==> src/core/icc_cfg.svh <==
/*
 * Constants of the input capture channel: register offsets, field positions,
 * reset values, mode codes and prescale counts.
 * Assumes it is included by its bare name from the package and the design files.
 */
`ifndef ICC_CFG_SVH
`define ICC_CFG_SVH

// ==========================================================================
// bus and storage sizes
`define ICC_ADDR_W       8
`define ICC_DATA_W       16
`define ICC_FIFO_DEPTH   4
`define ICC_FIFO_AW      2
`define ICC_FIFO_CW      3

// ==========================================================================
// register byte offsets (word aligned)
`define ICC_CTRL_OFS     8'h00
`define ICC_BUF_OFS      8'h04

// ==========================================================================
// control register field positions and reset value
`define ICC_SIDL_BIT     13
`define ICC_TMR_BIT      7
`define ICC_ICI_LSB      5
`define ICC_OVF_BIT      4
`define ICC_BNE_BIT      3
`define ICC_MODE_LSB     0
`define ICC_CTRL_RST     16'h0000

// ==========================================================================
// mode codes
`define ICC_MODE_OFF     3'h0
`define ICC_MODE_EVERY   3'h1
`define ICC_MODE_FALL    3'h2
`define ICC_MODE_RISE    3'h3
`define ICC_MODE_PRE4    3'h4
`define ICC_MODE_PRE16   3'h5
`define ICC_MODE_UNUSED  3'h6
`define ICC_MODE_WAKE    3'h7

// ==========================================================================
// prescaler terminal counts (edges counted from zero)
`define ICC_PRE4_LAST    4'h3
`define ICC_PRE16_LAST   4'hf

`endif

==> src/core/icc_pkg.sv <==
/*
 * Types of the input capture channel: bus carriers, control fields and the
 * packed state of each module.
 * Assumes icc_cfg.svh is on the include path.
 */
`default_nettype none

`include "icc_cfg.svh"

package icc_pkg;

    // ======================================================================
    // plain words
    typedef logic [`ICC_DATA_W-1:0] icc_word_t;

    // ======================================================================
    // wishbone carriers
    typedef struct packed {
        logic                   cyc;
        logic                   stb;
        logic                   we;
        logic [`ICC_ADDR_W-1:0] adr;
        logic [3:0]             sel;
        logic [31:0]            dat;
    } icc_wb_req_s;

    typedef struct packed {
        logic        ack;
        logic [31:0] dat;
    } icc_wb_rsp_s;

    // ======================================================================
    // control fields that software writes
    typedef struct packed {
        logic       sidl;
        logic       tmr;
        logic [1:0] ici;
        logic [2:0] mode;
    } icc_ctrl_s;

    // ======================================================================
    // module states
    typedef struct packed {
        icc_word_t [`ICC_FIFO_DEPTH-1:0] mem;
        logic [`ICC_FIFO_AW-1:0]         wr_ptr;
        logic [`ICC_FIFO_AW-1:0]         rd_ptr;
        logic [`ICC_FIFO_CW-1:0]         count;
    } icc_fifo_s;

    typedef struct packed {
        icc_ctrl_s   ctrl;
        logic        pin_prev;
        logic [3:0]  pre_cnt;
        logic [1:0]  irq_cnt;
        logic        ovf;
        logic        ack;
        logic [31:0] rdat;
        logic        irq;
        logic        wake;
    } icc_state_s;

endpackage

`default_nettype wire

==> src/core/icc_top.sv <==
/*
 * Input capture channel: edge detection, prescaling, timer capture into a
 * four-entry buffer, capture interrupt pacing and a wake-up pin mode, with
 * a classic wishbone register slave.
 * Assumes the capture pin, timer counts and power state inputs are
 * synchronous to clk_i, and a wishbone master that holds each request
 * until ack.
 */
// The placing of the registers and the Wishbone interface to the registers were decided locally.
`default_nettype none

`include "icc_cfg.svh"

module icc_top
(
    // clock and reset
    input  wire logic                clk_i,
    input  wire logic                rst_i,
    // register bus
    input  wire icc_pkg::icc_wb_req_s wb_req_i,
    output icc_pkg::icc_wb_rsp_s     wb_rsp_o,
    // capture input and timers
    input  wire logic                cap_pin_i,
    input  wire icc_pkg::icc_word_t  second_timer_count_i,
    input  wire icc_pkg::icc_word_t  third_timer_count_i,
    // power state
    input  wire logic                cpu_idle_i,
    input  wire logic                cpu_sleep_i,
    // events
    output logic                     capture_irq_o,
    output logic                     wake_irq_o
);

    // ======================================================================
    // decoding helpers
    function automatic logic capturing(input logic [2:0] mode);
        capturing = (mode != `ICC_MODE_OFF) && (mode != `ICC_MODE_UNUSED)
                 && (mode != `ICC_MODE_WAKE);
    endfunction

    function automatic logic [15:0] ctrl_word(input icc_pkg::icc_ctrl_s c,
                                              input logic ovf,
                                              input logic bne);
        ctrl_word                                  = `ICC_CTRL_RST;
        ctrl_word[`ICC_SIDL_BIT]                   = c.sidl;
        ctrl_word[`ICC_TMR_BIT]                    = c.tmr;
        ctrl_word[`ICC_ICI_LSB +: 2]               = c.ici;
        ctrl_word[`ICC_OVF_BIT]                    = ovf;
        ctrl_word[`ICC_BNE_BIT]                    = bne;
        ctrl_word[`ICC_MODE_LSB +: 3]              = c.mode;
    endfunction

    // ======================================================================
    // state and buffer wiring
    icc_pkg::icc_state_s    s_q;
    icc_pkg::icc_state_s    s_d;
    logic                   rise;
    logic                   fall;
    logic                   run;
    logic                   cap;
    logic                   pop;
    logic                   bus_req;
    logic                   buf_full;
    logic                   buf_empty;
    logic [`ICC_FIFO_CW-1:0] buf_count;
    logic [`ICC_DATA_W-1:0] buf_head;
    icc_pkg::icc_word_t     cap_value;
    logic [15:0]            wr_word;

    assign rise      = cap_pin_i && !s_q.pin_prev;
    assign fall      = !cap_pin_i && s_q.pin_prev;
    // sleep stops capture outright; idle only when stop-in-idle is set
    assign run       = !cpu_sleep_i && !(cpu_idle_i && s_q.ctrl.sidl);
    assign cap_value = s_q.ctrl.tmr ? second_timer_count_i
                                    : third_timer_count_i;
    // the ack gate stops a held request from being taken a second time
    assign bus_req   = wb_req_i.cyc && wb_req_i.stb && !s_q.ack;

    // leaving the capture modes flushes the buffer, so no stale value survives
    icc_fifo u_fifo
    (
        .clk_i       (clk_i),
        .rst_i       (rst_i),
        .clear_i     (!capturing(s_q.ctrl.mode)),
        .push_i      (cap),
        .push_data_i (cap_value),
        .pop_i       (pop),
        .head_o      (buf_head),
        .full_o      (buf_full),
        .empty_o     (buf_empty),
        .count_o     (buf_count)
    );

    // ======================================================================
    // next state
    always_comb
    begin
        s_d          = s_q;
        s_d.pin_prev = cap_pin_i;
        s_d.irq      = 1'b0;
        s_d.wake     = 1'b0;
        s_d.ack      = 1'b0;
        cap          = 1'b0;
        pop          = 1'b0;
        wr_word      = ctrl_word(s_q.ctrl, s_q.ovf, !buf_empty);

        // edge selection per mode
        if (run)
        begin
            unique case (s_q.ctrl.mode)
                `ICC_MODE_EVERY: cap = rise || fall;
                `ICC_MODE_FALL:  cap = fall;
                `ICC_MODE_RISE:  cap = rise;
                `ICC_MODE_PRE4:
                begin
                    if (rise)
                    begin
                        cap         = (s_q.pre_cnt == `ICC_PRE4_LAST);
                        s_d.pre_cnt = cap ? 4'h0 : s_q.pre_cnt + 4'h1;
                    end
                end
                `ICC_MODE_PRE16:
                begin
                    if (rise)
                    begin
                        cap         = (s_q.pre_cnt == `ICC_PRE16_LAST);
                        s_d.pre_cnt = s_q.pre_cnt + 4'h1;
                    end
                end
                default:         cap = 1'b0;
            endcase
        end

        // wake pin: only as a rising edge while the core is asleep or idle
        if ((s_q.ctrl.mode == `ICC_MODE_WAKE) && rise && (cpu_sleep_i || cpu_idle_i))
        begin
            s_d.wake = 1'b1;
        end

        // interrupt pacing; both-edge mode ignores the count field
        if (cap)
        begin
            if ((s_q.ctrl.mode == `ICC_MODE_EVERY) || (s_q.ctrl.ici == 2'h0))
            begin
                s_d.irq = 1'b1;
            end
            else if (s_q.irq_cnt == s_q.ctrl.ici)
            begin
                s_d.irq     = 1'b1;
                s_d.irq_cnt = 2'h0;
            end
            else
            begin
                s_d.irq_cnt = s_q.irq_cnt + 2'h1;
            end
        end

        // register slave: answer one cycle after the request is seen
        if (bus_req)
        begin
            s_d.ack  = 1'b1;
            s_d.rdat = 32'h0000_0000;
            if (wb_req_i.adr == `ICC_CTRL_OFS)
            begin
                s_d.rdat = {16'h0000, ctrl_word(s_q.ctrl, s_q.ovf, !buf_empty)};
                if (wb_req_i.we)
                begin
                    if (wb_req_i.sel[0])
                    begin
                        wr_word[7:0] = wb_req_i.dat[7:0];
                    end
                    if (wb_req_i.sel[1])
                    begin
                        wr_word[15:8] = wb_req_i.dat[15:8];
                    end
                    s_d.ctrl.sidl = wr_word[`ICC_SIDL_BIT];
                    s_d.ctrl.tmr  = wr_word[`ICC_TMR_BIT];
                    s_d.ctrl.ici  = wr_word[`ICC_ICI_LSB +: 2];
                    s_d.ctrl.mode = wr_word[`ICC_MODE_LSB +: 3];
                    // a new mode or pacing starts its counts afresh
                    if (s_d.ctrl != s_q.ctrl)
                    begin
                        s_d.pre_cnt = 4'h0;
                        s_d.irq_cnt = 2'h0;
                    end
                end
            end
            else if ((wb_req_i.adr == `ICC_BUF_OFS) && !wb_req_i.we && !buf_empty)
            begin
                s_d.rdat = {16'h0000, buf_head};
                pop      = 1'b1;
            end
        end

        // overflow: cleared by reading the buffer empty, set wins
        if (pop && (buf_count == `ICC_FIFO_CW'(1)) && !cap)
        begin
            s_d.ovf = 1'b0;
        end
        if (cap && buf_full && !pop)
        begin
            s_d.ovf = 1'b1;
        end

        // switched off: counters and flags return to rest
        if (!capturing(s_q.ctrl.mode))
        begin
            s_d.ovf     = 1'b0;
            s_d.pre_cnt = 4'h0;
            s_d.irq_cnt = 2'h0;
        end
    end

    always_ff @(posedge clk_i)
    begin
        if (rst_i)
        begin
            s_q <= '0;
        end
        else
        begin
            s_q <= s_d;
        end
    end

    // ======================================================================
    // outputs
    assign wb_rsp_o.ack = s_q.ack;
    assign wb_rsp_o.dat = s_q.rdat;
    assign capture_irq_o = s_q.irq;
    assign wake_irq_o    = s_q.wake;
endmodule // icc_top

`default_nettype wire

==> src/core/icc_fifo.sv <==
/*
 * Capture buffer: a small first-in first-out store of timer values.
 * Assumes the caller pops only when not empty; a push that finds the
 * store full with no pop in the same cycle is dropped.
 */
`default_nettype none

`include "icc_cfg.svh"

module icc_fifo
(
    // clock and reset
    input  wire logic              clk_i,
    input  wire logic              rst_i,
    // control
    input  wire logic              clear_i,
    // write side
    input  wire logic              push_i,
    input  wire icc_pkg::icc_word_t push_data_i,
    // read side
    input  wire logic              pop_i,
    output logic [`ICC_DATA_W-1:0] head_o,
    // status
    output logic                   full_o,
    output logic                   empty_o,
    output logic [`ICC_FIFO_CW-1:0] count_o
);

    icc_pkg::icc_fifo_s f_q;
    icc_pkg::icc_fifo_s f_d;
    logic               do_push;
    logic               do_pop;

    // ======================================================================
    // status
    assign full_o  = (f_q.count == `ICC_FIFO_CW'(`ICC_FIFO_DEPTH));
    assign empty_o = (f_q.count == '0);
    assign count_o = f_q.count;
    assign head_o  = f_q.mem[f_q.rd_ptr];

    // ======================================================================
    // next state
    always_comb
    begin
        f_d     = f_q;
        do_pop  = pop_i && !empty_o;
        // a full store still takes a value when the oldest leaves together
        do_push = push_i && (!full_o || do_pop);
        if (do_push)
        begin
            f_d.mem[f_q.wr_ptr] = push_data_i;
            f_d.wr_ptr          = f_q.wr_ptr + 1'b1;
        end
        if (do_pop)
        begin
            f_d.rd_ptr = f_q.rd_ptr + 1'b1;
        end
        f_d.count = f_q.count + `ICC_FIFO_CW'(do_push) - `ICC_FIFO_CW'(do_pop);
        if (clear_i)
        begin
            f_d.wr_ptr = '0;
            f_d.rd_ptr = '0;
            f_d.count  = '0;
        end
    end

    always_ff @(posedge clk_i)
    begin
        if (rst_i)
        begin
            f_q <= '0;
        end
        else
        begin
            f_q <= f_d;
        end
    end
endmodule // icc_fifo

`default_nettype wire

==> config.mk <==
export PLATFORM = sky130hd
export DESIGN_NAME = icc_top
export DESIGN_NICKNAME = d
export VERILOG_FILES = /design/src/core/icc_pkg.sv /design/src/core/icc_top.sv /design/src/core/icc_fifo.sv
export VERILOG_INCLUDE_DIRS = /design/src /design/src/core
export SDC_FILE = /design/constraint.sdc
export NUM_CORES = 1
export LEC_CHECK = 0
export ABC_CLOCK_PERIOD_IN_PS = 3500
export BUFFER_PORTS_ARGS = -buffer_cell sky130_fd_sc_hd__buf_2
export CAP_MARGIN = 0
export CORE_ASPECT_RATIO = 1.25
export CORE_MARGIN = 5
export CORE_UTILIZATION = 55
export DETAILED_ROUTE_END_ITERATION = 10
export GPL_TIMING_DRIVEN = 1
export PLACE_DENSITY_LB_ADDON = 0.15
export SLEW_MARGIN = 40
export SYNTH_ARGS = -nofsm -noshare
export SYNTH_HDL_FRONTEND = slang
export SYNTH_SLANG_ARGS = --single-unit
==> constraint.sdc <==
create_clock -name clk_i -period 3.5 [get_ports clk_i]
set_input_delay 0.175 -clock clk_i [delete_from_list [all_inputs] [get_ports clk_i]]
set_output_delay 0.175 -clock clk_i [all_outputs]
set_load 0.02 [all_outputs]
==> qor.yml <==
clocking:
  cts_setup_buffers: 0
  cts_made_buffers: 9
  path_clk_slew_ns: 0.07
  cts_tree: "done"
  cts_sinks: 105
  root_buffer: "clkbuf_16"
  cts_buffer_depth: 2
  htreeDepth: 3
  post_cts_resized: 0
  clkLatencyLatePin_ns: 0.34
  hold_buffers: 0
synthesis:
  synth_simple_gate_area_share: 0.195
  synth_top_family_by_area: "multiplexers"
  synthCells: 532
  yosys.area.top_type: "dfxtp_1"
  synth_compound_area_frac: 0.0588
  ys_ff_latch: 105
  yosysTopAreaCellShare: 0.388
  ys_warn_count: 0
  async_flop_share: 0
  synth_fa_ha_area_frac: 0.0245
  yosys-top-cells-area: "dfxtp_1 (39%), mux2i_1 (16%), nand2b_1 (7.6%)"
  synthMuxAreaShare: 0.229
  synth.distinct_cells: 48
  syn_area_um2: 5420
  synth_ff_type: "dfxtp_1"
  synth.avg_cell_area_um2: 10.2
  synthXorXnorAreaFrac: 0.0226
  synth-edff-count: 0
  ys_seq_area_frac: 0.388
route:
  first_pass_iters: 4
  wl_mm: 11.4
  via_per_inst: 5.38
  wl_per_cell_um: 16.1
  drc: 0
  ant_nets: 0
  vias: 3819
  drt-initial-drc-count: 154
run_status:
  outcome: "completed"
pwr:
  seqPwrFrac: 0.485
  p_comb_frac: 0.049
  p_per_area_nw_per_um2: 408
  intPower_uw: 1970
  p_total_uw: 2470
  switching_share: 0.203
  p_sw_uw: 499
  clkPwrFrac: 0.466
  irDropWorstVdd_mv: 0.215
  leakage_uw: 0.00271
finish:
  fill_cells: 809
  antennaDiodeCount: 0
  drive_gt1_frac: 0.247
  finalInstanceArea_um2: 6040
  area_delta_synth_final_pct: 11.4
  final_nets: 673
setup_path:
  cp-end-kind: "flop"
  critical_path_class: "reg2reg"
  required_ns: 3.73
  crit_fanout: 7
  crit_path_start_kind: "flop"
  arrival_ns: 3.00
  r2r_cells: 11
placed_design:
  pre_cts_slack_ns: 0.614
  gp_congestion: 0.850
  numPortBuffers: 75
  hpwl_mm: 7.87
  placed_cell_area_um2: 5690
floorplan:
  die_h_um: 121
  core_area_um2: 9610
  dieArea_um2: 12000
  die_w_um: 98.8
  rows: 40
  floorplan.initialDensity: 0.564
  ios: 119
flow_run:
  drv_cap: 0
worst_hold_path:
  hold_depth: 3
  hp-class: "in2reg"
timing:
  grt_setup_unrepaired: "false"
  setup_tns_ns: 0
  final-hold-violation-count: 0
  fin_skew_ns: 0.0108
  period_share: 0.791
  setup_viol: 0
  slew_violations: 0
  maxSlewHeadroom: 0.594
  min_period_ns: 2.77
  max_freq_mhz: 361
  worstMarginPinSlew_ns: 0.609
  setup_ws_ns: 0.731
global_route:
  grtUsageMet3: 0.0339
  grtUsageTotal: 0.197
  antenna_found_initial: 0
  grt_pass1_vias: 3872
  use_met1: 0.248
  grt_pass1_wl_mm: 19.0
  overflow: 0
  grt_max_degree: 109
  busiest_layer: "met2"
  use_met2: 0.334
==> routing by layer <==
layer / wire length, um / vias up / part of all wire
met5: 0 / - / 0
met4: 208 / 0 / 0.018
met3: 638 / 12 / 0.056
met2: 5590 / 105 / 0.49
met1: 4970 / 1810 / 0.44
li1: - / 1892 / -
==> sequential cells by signal, indices dropped and copies added (netlist names) <==
register        flops
u_fifo.f_q         68
capture_irq_o       1
wb_rsp_o           17
u_fifo.count_o      3
wake_irq_o          1
s_q                15
==> cell usage after synthesis (6+ instances only) <==
cell type    n
nand4_1      6
a22oi_1     16
ha_1         9
a21oi_1     16
dfxtp_1    105
inv_1       10
xnor2_1      8
nand2b_1    66
nor3_1       8
nor2_1      31
mux4_2      16
clkbuf_1    17
xor2_1       6
nand2_1     18
mux2i_1     88
buf_2        6
or2_2       17
buf_4       34
==> power groups by stage <==
stage	sequential, uW	clock [uW]	combinational [uW]
6_report	1200	1150	121
5_1_grt	1200	1220	133
4_1_cts	1200	1170	121
3_5_place_dp	1220	0	120
3_3_place_gp	1220	0	118
2_1_floorplan	1220	0	87.7
==> layout make-up <==
type | count | area [um2] | share of cell area
flip-flops and latches | 105 | 2100 | 0.348
repair buffers | 85 | 454 | 0.0752
multi-input cells | 368 | 2950 | 0.487
inverters | 10 | 37.5 | 0.00621
clock inverters | 5 | 103 | 0.0170
clock buffers | 11 | 243 | 0.0402
well taps | 126 | 158 | 0.0261
==> cells in the final DEF, fill, tap and decap left out, types with 10 or more instances in the layout <==
master    count
inv_1        10
buf_2        75
mux4_2       16
nor2_1       31
dfxtp_1     104
mux2i_1      88
nand2_1      18
a21oi_1      16
a22oi_1      16
or2_2        17
conb_1       16
nand2b_1     66
==> stage by stage <==
stage	utilization	std cells	hold slack [ns]
6_report	0.629	710	0.0729
5_1_grt	0.629	710	0.0822
4_1_cts	0.628	710	0.0686
3_5_place_dp	0.592	694	0.427
3_3_place_gp	0.591	694	0.413
2_1_floorplan	-	547	0.304
==> cell families (layout without fill, tap and decap cells) <==
logic type | count (synthesis) | after routing
simple gates | 178 | 178
flops | 105 | 105
mux | 104 | 104
buf+inv | 74 | 111
compound gates | 46 | 46
xor+xnor | 14 | 14
fa+ha+maj | 10 | 10
other cells | 1 | 16
==> path summary, 6_finish.rpt <==
| check | start | slack [ns] | to |
|---|---|---|---|
| max reg2reg | wb_rsp_o[32] | 0.73 | u_fifo.count_o[2] |
| min reg2reg | u_fifo.f_q[11] | 0.47 | u_fifo.f_q[11] |
| max | wb_rsp_o[32] | 0.73 | u_fifo.count_o[2] |
| min | cap_pin_i | 0.07 | s_q[42] |
==> worst max-delay path, stage by stage, from the launching register on <==
cell	delay (ns)
dfxtp_1	0.31
nand3b_1	0.33
nor4_2	0.49
a21o_1	0.18
buf_4	0.19
and2_1	0.21
ha_1	0.16
inv_1	0.05
fa_1	0.36
xor2_1	0.16
xnor2_1	0.16
nor2_1	0.05
No activity file was read; power rests on OpenSTA's default activity.
